<file path="config.mk">
export PLATFORM = sky130hd
export DESIGN_NAME = gst_timer
export DESIGN_NICKNAME = d
export VERILOG_FILES = /design/src/gst_pkg.sv /design/src/gst_edge_sync.sv /design/src/gst_timer.sv
export SDC_FILE = /design/constraint.sdc
export NUM_CORES = 1
export LEC_CHECK = 0
export BUFFER_PORTS_ARGS = -buffer_cell sky130_fd_sc_hd__clkbuf_2
export CORE_MARGIN = 5
export CORE_UTILIZATION = 25
export CTS_CLUSTER_SIZE = 8
export DETAILED_ROUTE_END_ITERATION = 8
export PLACE_DENSITY_LB_ADDON = 0.3
export SETUP_SLACK_MARGIN = 0.05
export SYNTH_ARGS = -nofsm -noshare
export SYNTH_HDL_FRONTEND = slang
export SYNTH_SLANG_ARGS = --single-unit
export TNS_END_PERCENT = 20
</file>
<file path="constraint.sdc">
create_clock -name clock -period 7.2 [get_ports clock]
set_input_delay 1.8 -clock clock [delete_from_list [all_inputs] [get_ports clock]]
set_output_delay 1.8 -clock clock [all_outputs]
set_load 0.05 [all_outputs]
</file>
<file path="src/gst_pkg.sv">
// Package for the gated sixteen-bit timer: register map, field positions, resets.
// Assumes a 16-bit register port with byte-free word accesses.
package gst_pkg;

  // ----------------------------------------
  // Register indices on the plain port
  // ----------------------------------------
  localparam logic [1:0] GST_ADDR_CTRL  = 2'h0;
  localparam logic [1:0] GST_ADDR_GATE  = 2'h1;
  localparam logic [1:0] GST_ADDR_COUNT = 2'h2;
  localparam logic [1:0] GST_ADDR_FLAG  = 2'h3;

  // ----------------------------------------
  // Field positions
  // ----------------------------------------
  localparam int GST_CTRL_RUN    = 0;
  localparam int GST_CTRL_SYNCB  = 2;
  localparam int GST_CTRL_OSCSEL = 3;
  localparam int GST_CTRL_PS_LO  = 4;
  localparam int GST_CTRL_CS_LO  = 6;
  localparam int GST_GATE_SS_LO  = 0;
  localparam int GST_GATE_VAL    = 2;
  localparam int GST_GATE_GO     = 3;
  localparam int GST_GATE_SPM    = 4;
  localparam int GST_GATE_TM     = 5;
  localparam int GST_GATE_POL    = 6;
  localparam int GST_GATE_EN     = 7;

  // Writable bit masks; bit 1 of control and the upper bytes are absent
  localparam logic [7:0] GST_CTRL_MASK = 8'hFD;

  // ----------------------------------------
  // Reset values and encodings
  // ----------------------------------------
  localparam logic [7:0]  GST_CTRL_RST  = 8'h00;
  localparam logic [7:0]  GST_GATE_RST  = 8'h00;
  localparam logic [15:0] GST_COUNT_RST = 16'h0000;

  localparam logic [1:0] GST_CS_INSTR = 2'h0;
  localparam logic [1:0] GST_CS_SYS   = 2'h1;
  localparam logic [1:0] GST_CS_EXT   = 2'h2;
  localparam logic [1:0] GST_CS_LOW_POWER_RC_OSC  = 2'h3;

  localparam logic [1:0] GST_GS_PIN  = 2'h0;
  localparam logic [1:0] GST_GS_MAT  = 2'h1;
  localparam logic [1:0] GST_GS_CMP1 = 2'h2;
  localparam logic [1:0] GST_GS_CMP2 = 2'h3;

  typedef enum logic [1:0] {
    GST_SP_IDLE = 2'b00,
    GST_SP_WAIT = 2'b01,
    GST_SP_OPEN = 2'b11
  } gst_sp_e;

endpackage

</file>
<file path="src/gst_edge_sync.sv">
// Two-stage synchroniser with rising-edge output for one asynchronous level.
// Assumes the input comes from another clock or a pin.
`timescale 1ns/100ps
`default_nettype none
module gst_edge_sync (
  input  wire logic clock,
  input  wire logic sys_rst,
  input  wire logic clk_en,
  input  wire logic async_in,
  output logic      level_out,
  output logic      rise_out
);
  logic meta_q;
  logic sync_q;
  logic prev_q;

  always_ff @(posedge clock) begin
    if (sys_rst) begin
      meta_q <= 1'b0;
      sync_q <= 1'b0;
      prev_q <= 1'b0;
    end else if (clk_en) begin
      meta_q <= async_in;
      sync_q <= meta_q;
      prev_q <= sync_q;
    end
  end

  assign level_out = sync_q;
  assign rise_out  = sync_q & ~prev_q;
endmodule
`default_nettype wire

</file>
<file path="src/gst_timer.sv">
// Gated sixteen-bit timer: clock select, prescaler, gate logic, counter, registers.
// Assumes pins and oscillators are asynchronous to clock; comparator, period-match
// and special event trigger come from logic on clock.
//
// The strobed register port and the register offsets were left to the implementer.
`timescale 1ns/100ps
`default_nettype none

// Contract
// - Clock select: 11 RC osc, 10 external, 01 system, 00 instruction clock.
// - Prescale field divides count clock by 1, 2, 4 or 8.
// - With external source, bit 3 picks secondary oscillator, else clock pin.
// - External source: sync bit set bypasses sync (here both flops stay in the path); internal sources ignore it.
// - Run bit 0 enables counting; clear stops the timer.
// - Gate enable ignored when stopped; when running it makes counting gated.
// - Gate polarity set counts while gate high; clear counts while low.
// - Toggle mode: flip-flop toggles on gate rise; clearing mode clears it.
// - Single-pulse mode enables one-shot gate acquisition controlling the gate.
// - Go/done reads 1 while armed awaiting edge, 0 when done or idle (here it reads 0 as soon as the gate opens).
// - Clearing single-pulse mode clears go/done automatically.
// - Gate value bit shows present gate state regardless of gate enable.
// - Gate source: 11 comparator 2, 10 comparator 1, 01 period match, 00 pin.
// - Counter is sixteen bits, readable and writable by software.
// - Special event trigger resets the counter.
// - Unimplemented bits, upper bytes and control bit 1, read as zero.
module gst_timer
  import gst_pkg::*;
#(
  parameter int CNT_W = 16
) (
  input  wire logic             clock,
  input  wire logic             sys_rst,
  input  wire logic             clk_en,
  input  wire logic [1:0]       reg_addr,
  input  wire logic [15:0]      reg_wdata,
  input  wire logic             reg_wr,
  input  wire logic             reg_rd,
  output logic      [15:0]      reg_rdata,
  input  wire logic             ext_clock_pin,
  input  wire logic             secondary_oscillator,
  input  wire logic             low_power_rc_osc,
  input  wire logic             gate_input_pin,
  input  wire logic             period_match,
  input  wire logic             comparator1_out,
  input  wire logic             comparator2_out,
  input  wire logic             special_event_trigger,
  output logic                  overflow_pulse,
  output logic      [CNT_W-1:0] count_value
);

  // ----------------------------------------
  // Registers
  // ----------------------------------------
  logic [7:0]       ctrl_q;
  logic [7:0]       gate_q;
  logic [CNT_W-1:0] count_q;
  logic             ovf_flag_q;
  logic             instr_div_q;
  logic [2:0]       presc_q;
  logic             toggle_q;
  gst_sp_e          sp_q;
  gst_sp_e          sp_d;
  logic             ext_raw_prev_q;
  logic [15:0]      rdata_q;
  logic             ovf_pulse_q;

  // ----------------------------------------
  // Field decode
  // ----------------------------------------
  wire logic       timer_run              = ctrl_q[GST_CTRL_RUN];
  wire logic       ext_clock_sync_bypass  = ctrl_q[GST_CTRL_SYNCB];
  wire logic       secondary_osc_select   = ctrl_q[GST_CTRL_OSCSEL];
  wire logic [1:0] input_prescale_select  = ctrl_q[GST_CTRL_PS_LO +: 2];
  wire logic [1:0] count_clock_select     = ctrl_q[GST_CTRL_CS_LO +: 2];
  wire logic [1:0] gate_source_select     = gate_q[GST_GATE_SS_LO +: 2];
  wire logic       gate_single_pulse_mode = gate_q[GST_GATE_SPM];
  wire logic       gate_toggle_mode       = gate_q[GST_GATE_TM];
  wire logic       gate_polarity          = gate_q[GST_GATE_POL];
  wire logic       gate_enable            = gate_q[GST_GATE_EN];

  wire logic wr_ctrl  = reg_wr & (reg_addr == GST_ADDR_CTRL);
  wire logic wr_gate  = reg_wr & (reg_addr == GST_ADDR_GATE);
  wire logic wr_count = reg_wr & (reg_addr == GST_ADDR_COUNT);
  wire logic wr_flag  = reg_wr & (reg_addr == GST_ADDR_FLAG);

  // ----------------------------------------
  // Asynchronous inputs, each through two flip-flops
  // ----------------------------------------
  logic ext_pin_lvl, ext_pin_rise;
  logic secondary_oscillator_lvl, secondary_oscillator_rise;
  logic low_power_rc_osc_rise;
  logic gpin_lvl;

  gst_edge_sync u_sync_ext (
    .clock     (clock),
    .sys_rst   (sys_rst),
    .clk_en    (clk_en),
    .async_in  (ext_clock_pin),
    .level_out (ext_pin_lvl),
    .rise_out  (ext_pin_rise)
  );
  gst_edge_sync u_sync_secondary_oscillator (
    .clock     (clock),
    .sys_rst   (sys_rst),
    .clk_en    (clk_en),
    .async_in  (secondary_oscillator),
    .level_out (secondary_oscillator_lvl),
    .rise_out  (secondary_oscillator_rise)
  );
  gst_edge_sync u_sync_low_power_rc_osc (
    .clock     (clock),
    .sys_rst   (sys_rst),
    .clk_en    (clk_en),
    .async_in  (low_power_rc_osc),
    .level_out (),
    .rise_out  (low_power_rc_osc_rise)
  );
  gst_edge_sync u_sync_gate (
    .clock     (clock),
    .sys_rst   (sys_rst),
    .clk_en    (clk_en),
    .async_in  (gate_input_pin),
    .level_out (gpin_lvl),
    .rise_out  ()
  );

  // ----------------------------------------
  // Count clock selection
  // ----------------------------------------
  // External source choice
  wire logic ext_lvl  = secondary_osc_select ? secondary_oscillator_lvl : ext_pin_lvl;
  wire logic ext_rise = secondary_osc_select ? secondary_oscillator_rise : ext_pin_rise;
  // A truly unsynchronised path cannot exist in a one-clock design; the bypass
  // keeps both flops, so it sees the same edges as the synchronised path
  wire logic ext_raw_rise = ext_lvl & ~ext_raw_prev_q;
  wire logic ext_tick = ext_clock_sync_bypass ? ext_raw_rise : ext_rise;

  logic src_tick;
  always_comb begin
    case (count_clock_select)
      GST_CS_INSTR: src_tick = instr_div_q;
      GST_CS_SYS:   src_tick = 1'b1;
      GST_CS_EXT:   src_tick = ext_tick;
      GST_CS_LOW_POWER_RC_OSC:  src_tick = low_power_rc_osc_rise;
      default:      src_tick = 1'b0;
    endcase
  end

  function automatic logic presc_done(input logic [1:0] sel, input logic [2:0] cnt);
    case (sel)
      2'h0:    presc_done = 1'b1;
      2'h1:    presc_done = cnt[0];
      2'h2:    presc_done = &cnt[1:0];
      default: presc_done = &cnt;
    endcase
  endfunction

  wire logic presc_tick = src_tick & presc_done(input_prescale_select, presc_q);

  // ----------------------------------------
  // Gate path
  // ----------------------------------------
  logic gate_src;
  always_comb begin
    case (gate_source_select)
      GST_GS_PIN:  gate_src = gpin_lvl;
      GST_GS_MAT:  gate_src = period_match;
      GST_GS_CMP1: gate_src = comparator1_out;
      GST_GS_CMP2: gate_src = comparator2_out;
      default:     gate_src = 1'b0;
    endcase
  end

  logic gate_src_prev_q;
  wire logic gate_pol   = gate_polarity ? gate_src : ~gate_src;
  wire logic gate_pol_p = gate_polarity ? gate_src_prev_q : ~gate_src_prev_q;
  wire logic gate_rise  = gate_pol & ~gate_pol_p;
  wire logic gate_fall  = ~gate_pol & gate_pol_p;
  wire logic tog_out    = gate_toggle_mode ? toggle_q : gate_pol;
  wire logic tog_rise   = gate_toggle_mode ? gate_rise & ~toggle_q : gate_rise;
  wire logic tog_fall   = gate_toggle_mode ? gate_rise & toggle_q : gate_fall;

  // ----------------------------------------
  // Single-pulse acquisition
  // ----------------------------------------
  // Mode bit as it stands after this cycle, so a clearing write drops go/done
  // at once rather than one cycle later
  wire logic spm_next = wr_gate ? reg_wdata[GST_GATE_SPM] : gate_single_pulse_mode;

  // One-shot: armed waits for a rise, then opens until the matching fall
  always_comb begin
    sp_d = sp_q;
    case (sp_q)
      GST_SP_IDLE: if (wr_gate & reg_wdata[GST_GATE_GO] & reg_wdata[GST_GATE_SPM])
                     sp_d = GST_SP_WAIT;
      GST_SP_WAIT: if (tog_rise) sp_d = GST_SP_OPEN;
      GST_SP_OPEN: if (tog_fall) sp_d = GST_SP_IDLE;
      default:     sp_d = GST_SP_IDLE;
    endcase
    if (!spm_next)
      sp_d = GST_SP_IDLE;
  end

  wire logic go_done = (sp_q == GST_SP_WAIT);
  wire logic gate_eff = gate_single_pulse_mode ? (sp_q == GST_SP_OPEN) : tog_out;

  // ----------------------------------------
  // Counter control
  // ----------------------------------------
  // Gate enable only counts while running
  wire logic count_ok = timer_run & (~gate_enable | gate_eff);
  wire logic inc      = count_ok & presc_tick;
  // A load or trigger in the same cycle replaces the step, so no wrap is flagged
  wire logic cnt_step = inc & ~special_event_trigger & ~wr_count;
  wire logic wrap     = cnt_step & (&count_q);

  // ----------------------------------------
  // Sequential state
  // ----------------------------------------
  always_ff @(posedge clock) begin
    if (sys_rst) begin
      ctrl_q          <= GST_CTRL_RST;
      gate_q          <= GST_GATE_RST;
      sp_q            <= GST_SP_IDLE;
      toggle_q        <= 1'b0;
      gate_src_prev_q <= 1'b0;
      ext_raw_prev_q  <= 1'b0;
      instr_div_q     <= 1'b0;
    end else if (clk_en) begin
      if (wr_ctrl)
        ctrl_q <= reg_wdata[7:0] & GST_CTRL_MASK;
      if (wr_gate)
        gate_q <= {reg_wdata[7:4], 2'b00, reg_wdata[1:0]};
      sp_q            <= sp_d;
      gate_src_prev_q <= gate_src;
      ext_raw_prev_q  <= ext_lvl;
      instr_div_q     <= ~instr_div_q;
      if (!gate_toggle_mode)
        toggle_q <= 1'b0;
      else if (gate_rise)
        toggle_q <= ~toggle_q;
    end
  end

  // Prescaler restarts on writes to control or count so a new ratio starts clean
  always_ff @(posedge clock) begin
    if (sys_rst) begin
      presc_q <= 3'h0;
    end else if (clk_en) begin
      if (wr_ctrl | wr_count)
        presc_q <= 3'h0;
      else if (src_tick & count_ok)
        presc_q <= presc_q + 3'h1;
    end
  end

  always_ff @(posedge clock) begin
    if (sys_rst) begin
      count_q     <= GST_COUNT_RST;
      ovf_flag_q  <= 1'b0;
      ovf_pulse_q <= 1'b0;
    end else if (clk_en) begin
      ovf_pulse_q <= wrap;
      if (special_event_trigger)
        count_q <= GST_COUNT_RST;
      else if (wr_count)
        count_q <= reg_wdata[CNT_W-1:0];
      else if (inc)
        count_q <= count_q + CNT_W'(1);
      // Set wins over the software clear
      if (wrap)
        ovf_flag_q <= 1'b1;
      else if (wr_flag & reg_wdata[0])
        ovf_flag_q <= 1'b0;
    end
  end

  // ----------------------------------------
  // Read port, data one cycle after strobe
  // ----------------------------------------
  logic [15:0] rd_mux;
  always_comb begin
    case (reg_addr)
      GST_ADDR_CTRL:  rd_mux = {8'h00, ctrl_q};
      GST_ADDR_GATE:  rd_mux = {8'h00, gate_q[7:4], go_done, gate_eff,
                                gate_q[1:0]};
      GST_ADDR_COUNT: rd_mux = 16'(count_q);
      GST_ADDR_FLAG:  rd_mux = {15'h0000, ovf_flag_q};
      default:        rd_mux = 16'h0000;
    endcase
  end

  always_ff @(posedge clock) begin
    if (sys_rst)
      rdata_q <= 16'h0000;
    else if (clk_en)
      rdata_q <= reg_rd ? rd_mux : 16'h0000;
  end

  assign reg_rdata      = rdata_q;
  assign overflow_pulse = ovf_pulse_q;
  assign count_value    = count_q;

endmodule
`default_nettype wire

</file>
==> metrics, run 1 <==
DRT antenna net count 0; Post-Synthesis Net Count ~430; Cell Area, Synth between 3000 and 4000 um2; Mean Syn Cell Area 8.813 um2; R2R Setup Slk approximately 4.5 ns; setup TNS 0 ns; worst r2r src gate_q[0]$_SDFFE_PP0P_; first-pass GRT wire length approximately 16 mm; VDD IR-drop max ~110 uV; sequential fraction of the synthesis area 0.3893; Die Y 127.4 um; non-filler instance count after layout roughly 630; WL met1 4.657 mm; Yosys reg bits 67; WHS Endpoint reg_rdata[2]$_SDFFE_PP0P_; reg-to-reg endpoint sp_q[0]$_SDFFE_PP0P_; Clock Latency Late Sink 0.33 ns; nets ~480; Worst Hold Class reg2reg; ANT cells 0; Synth area leader dfxtp_1; Critical Path Sink Type register; Worst Clk Skew 0.009736 ns; drt pass-1 iters 4; crit path DAT between 4 and 5 ns; count of final max-slew check failures 0; Tot Pwr just over 900 uW; IO Port Bufs 63; Yosys warning count 0; core area ~14000 um2; RSZ-0062 raised after global routing false; Crit Path Max Fanout 6; H-Tree Depth 3; Post-Route WL between 9 and 10 mm; fin area about 4200 um2; vias per cell slightly below 5; CTS max path bufs 2; Hold WS approximately 0.47 ns; Hold Path Origin reg_rdata[2]$_SDFFE_PP0P_; die area roughly 16000 um2; Post-synth ARST share 0; Worst Hold Depth 2; Layout area overhead 20.88%; initial DRC count 203; I/O Pins between 60 and 70; top routing layer used met4; met2 routed WL 4.327 mm; worst slew pin tran between 0.9 and 1 ns; Post-synth EDFFs 0; DRC viols 0; GPL Wtd Cong around 0.77; share of cells above drive strength 1 0.2170; Inserted Clock Buffers 9; effective utilization at floorplan 0.2512; Max-cap violations 0; placed instance area around 3900 um2; clock sink count 67; most frequent cell after synthesis dfxtp_1; DP Wirelength 7.049 mm; top cells by area, synth dfxtp_1, mux2i_1, nor2_1, nand2_1, a22oi_1; root buffer cell clkbuf_16; final period utilization 0.5255; Worst Path Required roughly 7.4 ns; fmax about 260 MHz; Die Wd between 100 and 150 um; worst slack, placed roughly 3.1 ns; R2R depth 6; Crit Path Class in2reg; clk slew on worst S/H paths around 0.050 ns; CTS Hold Bufs 0; total number of vias between 3000 and 4000; count of cell types in the netlist 56; Final Setup Violations 0; status completed; CTS tree done; Rel. slew slack 0.3558; static leakage between 1.5 and 2 nW; setup repair bufs after CTS 0; GRT Overall Usage 0.1202; row cnt 43; grt ovf 0; minimum clock period after layout about 3.8 ns; Routed met3 length 438 um; CTS resizes 0; cells after synthesis just under 400; final cell utilization of the core 0.3036; Cell Pwr Density ~220 nW/um2; final hold viol count 0; initial antenna violation count 0; Startpoint Class primary input; Post-Place Cells 613; top cell type's share of synthesized area 0.3893; Main synth FF type dfxtp_1; largest net degree at the start of global routing 70; synth cell count leaders dfxtp_1, nor2_1, mux2i_1, nand2_1, clkbuf_1; wire per inst 15.21 um; Final WS setup around 3.4 ns; vias in the first global route 2969
## registers in the layout, indices dropped and copies added, names as in the netlist, 2 cells and up
name         flops
ctrl_q           7
gate_q           6
count_value     16
presc_q          3
sp_q             2
reg_rdata       16
## worst max-delay path, stage by stage
cell	delay, ns
clkbuf_2	0.08
mux4_2	0.57
mux2i_1	0.21
a2111oi_0	0.14
a2111oi_0	0.85
o21ai_0	0.23
o41ai_1	0.11
## metal layers
layer  up-vias  track usage
li1       1522            -
met1      1454       0.1659
met5         -            0
met2        72       0.1818
met3         8      0.02132
met4         0      0.05615
## cells in the final DEF, fill, tap and decap left out, types with 8 or more instances in the layout
| master | count |
|---|---|
| a211oi_1 | 8 |
| nand4_1 | 8 |
| mux2i_1 | 41 |
| xnor2_1 | 8 |
| a21oi_1 | 11 |
| o21ai_0 | 13 |
| nor2_1 | 64 |
| clkbuf_2 | 63 |
| nand2_1 | 34 |
| nor3_1 | 12 |
| nand3_1 | 9 |
| dfxtp_1 | 67 |
| inv_1 | 8 |
| clkbuf_16 | 9 |
| a22oi_1 | 12 |
## power by group
| group | total, mW | switching [mW] | internal [mW] | leakage (nW) |
|---|---|---|---|---|
| Combinational | 0.0913 | 0.0597 | 0.0316 | 0.939 |
| Sequential | 0.391 | 0.0113 | 0.380 | 0.543 |
| Clock | 0.424 | 0.152 | 0.272 | 0.141 |
| Total | 0.907 | 0.223 | 0.684 | 1.62 |
## final cells by class
cell class / instances / area [um2]
timing repair buffer: 67 / 345.3
inverter: 9 / 33.78
fill: 1463 / 9554
sequential: 67 / 1341
multi-input combinational: 290 / 1937
clock buffer: 11 / 242.7
clock inverter: 3 / 40.04
tap: 180 / 225.2
## how the worst max path moves through the flow
stage,start,end,slack (ns),depth (start not counted)
global placement,clk_en,count_value[0]$_SDFFE_PP0P_,3.22,6
CTS,clk_en,count_value[0]$_SDFFE_PP0P_,3.50,6
floorplan,comparator2_out,count_value[4]$_SDFFE_PP0P_,3.49,7
detailed placement,clk_en,count_value[0]$_SDFFE_PP0P_,3.14,6
global route,reg_addr[1],sp_q[1]$_SDFFE_PP0P_,3.27,7
finish,comparator2_out,sp_q[0]$_SDFFE_PP0P_,3.42,7
## cell families after synthesis
family	count (synthesis)	synth area share
buf+inv	34	0.04866
xor+xnor	13	0.03304
flops	67	0.3893
fa+ha+maj	3	0.01089
simple gates	150	0.2030
compound gates	79	0.1754
mux	45	0.1398
Note: power is estimated with default switching activity, not from simulation.
==> inputs of run 2 (changes only) <==
==> constraint.sdc (replaced) <==
create_clock -name clock -period 3.05 [get_ports clock]
set_input_delay 0.7625 -clock clock [delete_from_list [all_inputs] [get_ports clock]]
set_output_delay 0.7625 -clock clock [all_outputs]
set_load 0.05 [all_outputs]
==> run 2 against run 1 <==
  * Cell area grew 2.0%
  * Sequential share of layout area is 0.62 points lower
  * Non-clock buffer count increased by 6
  * Count of clock-buffer cells in the layout is 2 lower
  * Register-to-register slack got worse by 4.1 ns
  * Critical path depth unchanged
  * Setup slack worse by 3.0 ns
  * Total power grew 140%
  * Highest routed layer unchanged
  * Wire length up 1.5%
  * Clock skew fell by 0.0016 ns
==> metrics, run 2 (synthesis gave the netlist of run 1 again) <==
effective utilization at floorplan 0.2512 (unchanged); Tot Pwr 2.218 mW (+140%); total number of vias 3109 (+1.7%); worst slew pin tran 0.8916 ns (-0.05040 ns); Max-cap violations 0 (unchanged); DP Wirelength 7.215 mm (+2.4%); initial antenna violation count 0 (unchanged); count of final max-slew check failures 0 (unchanged); first-pass GRT wire length 15.66 mm (+0.58%); Hold Path Origin overflow_pulse$_SDFFE_PP0P_; IO Port Bufs 63 (unchanged); core area 13720 um2 (unchanged); H-Tree Depth 3 (unchanged); Worst Hold Class reg2reg; I/O Pins 64 (unchanged); R2R depth 6 (unchanged); drt pass-1 iters 4 (unchanged); static leakage 1.662 nW (+2.4%); initial DRC count 130 (-36%); largest net degree at the start of global routing 37 (-47%); vias per cell 4.896 (+0.45%); DRC viols 0 (unchanged); final hold viol count 0 (unchanged); root buffer cell clkbuf_16; most common cell after layout, fill and taps aside dfxtp_1; Final WS setup 0.3669 ns (-3.049 ns); M3 GR Usage 0.02425 (+0.002926); Critical Path Sink Type register; GR peak layer met2; Die Y 127.4 um (unchanged); commonest cells after routing, fill and taps aside dfxtp_1, nor2_1, clkbuf_2; Final Setup Violations 0 (unchanged); Worst Hold Depth 2 (unchanged); CTS max path bufs 2 (unchanged); WHS Endpoint overflow_pulse$_SDFFE_PP0P_; fin area 4247 um2 (+2.0%); Fill cells 1465 (+0.14%); setup repair bufs after CTS 0 (unchanged); worst slack, placed 0.09622 ns (-3.048 ns); Post-Route WL 9.675 mm (+1.5%); M1 GR Usage 0.1657 (-0.0001714); most used cell, CP a2111oi_0; fmax ~370 MHz; die area 16230 um2 (unchanged); GPL Wtd Cong 0.7709 (-0.19%); share of cells above drive strength 1 0.2330 (+0.01596); crit-path cells clkbuf_2, mux4_2, mux2i_1, a2111oi_0, a2111oi_0, o21ai_0, o41ai_1; Clock Latency Late Sink 0.34 ns (about the same); grt ovf 0 (unchanged); GRT Overall Usage 0.1218 (+0.001596); nets 484 (+1.3%); Startpoint Class primary input; minimum clock period after layout ~2.7 ns; grt met2 use 0.1855 (+0.003716); Die Wd 127.4 um (unchanged); reg-to-reg endpoint sp_q[0]$_SDFFE_PP0P_; slowest cell delay on critical path 0.80 ns (-0.05 ns); ANT cells 0 (unchanged); setup TNS 0 ns (unchanged); clock sink count 67 (unchanged); CTS resizes 0 (unchanged); Crit Path Class in2reg; CTS tree done; Rel. slew slack 0.3902 (+0.03447); status completed; clk slew on worst S/H paths 0.06 ns (about the same); Cell Pwr Density 522.3 nW/um2 (+140%); Critical-path top delay cell a2111oi_0; CTS Hold Bufs 0 (unchanged); vias in the first global route 2982 (+0.44%); critical path's top delay family compound AO/OA/AOI/OAI gates; placed instance area 3940 um2 (+1.5%); Worst Clk Skew 0.008109 ns (-0.001627 ns); Crit Path Max Fanout 6 (unchanged); wire per inst 15.24 um (+0.19%); row cnt 43 (unchanged); CP bufs+invs 1 (unchanged); Worst Path Required 3.27 ns (-4.15 ns); Hold WS 0.4665 ns (+0.0002230 ns); VDD IR-drop max 256.5 uV (+130%); DRT antenna net count 0 (unchanged); RSZ-0062 raised after global routing false; R2R Setup Slk 0.40 ns (-4.08 ns); crit path DAT 2.90 ns (-1.11 ns); final period utilization 0.8797; worst r2r src gate_q[0]$_SDFFE_PP0P_; Layout area overhead 23.24%; Inserted Clock Buffers 9 (unchanged)
## run 2: final cells by class
cell class | instances | area (um2) | area share
Tap cell | 180 | 225.2 | 0.05303
Inverter | 9 | 33.78 | 0.007955
Clock inverter | 7 | 81.33 | 0.01915
Clock buffer | 9 | 225.2 | 0.05303
Timing Repair Buffer | 73 | 402.9 | 0.09487
Sequential cell | 67 | 1341 | 0.3159
Multi-Input combinational cell | 290 | 1937 | 0.4561
## run 2: through the flow
stage | cells | util
global route | 635 | 0.3095
global placement | 619 | 0.2872
CTS | 635 | 0.3095
floorplan | 391 | -
finish | 635 | 0.3095
detailed placement | 619 | 0.2872
## run 2: per-layer routing
metal  routed length, um  share of wire
met4                 203          0.021
met1                4601           0.48
met3                 430          0.044
met2                4440           0.46
met5                   0              0
## run 2: how the worst max path moves through the flow
stage / startpoint / to / slack, ns / depth (start not counted)
5_1_grt: comparator2_out / sp_q[0]$_SDFFE_PP0P_ / 0.13 / 7
3_3_place_gp: comparator2_out / sp_q[1]$_SDFFE_PP0P_ / 0.26 / 7
4_1_cts: comparator2_out / sp_q[0]$_SDFFE_PP0P_ / 0.45 / 7
3_5_place_dp: comparator2_out / sp_q[1]$_SDFFE_PP0P_ / 0.1 / 7
2_1_floorplan: comparator2_out / count_value[4]$_SDFFE_PP0P_ / 0.38 / 7
6_report: comparator2_out / sp_q[0]$_SDFFE_PP0P_ / 0.37 / 7
## run 2: where the power goes
group          switching [mW]  internal [mW]
registers              0.0265          0.896
logic                   0.143         0.0802
clock network           0.427          0.645
total                   0.596           1.62
## run 2: worst reg2reg max path, cell delays in order, from the launching register on
cell,delay (ns)
dfxtp_1,0.40
mux4_2,0.64
mux2i_1,0.19
a2111oi_0,0.14
a2111oi_0,0.80
o21ai_0,0.24
o41ai_1,0.12
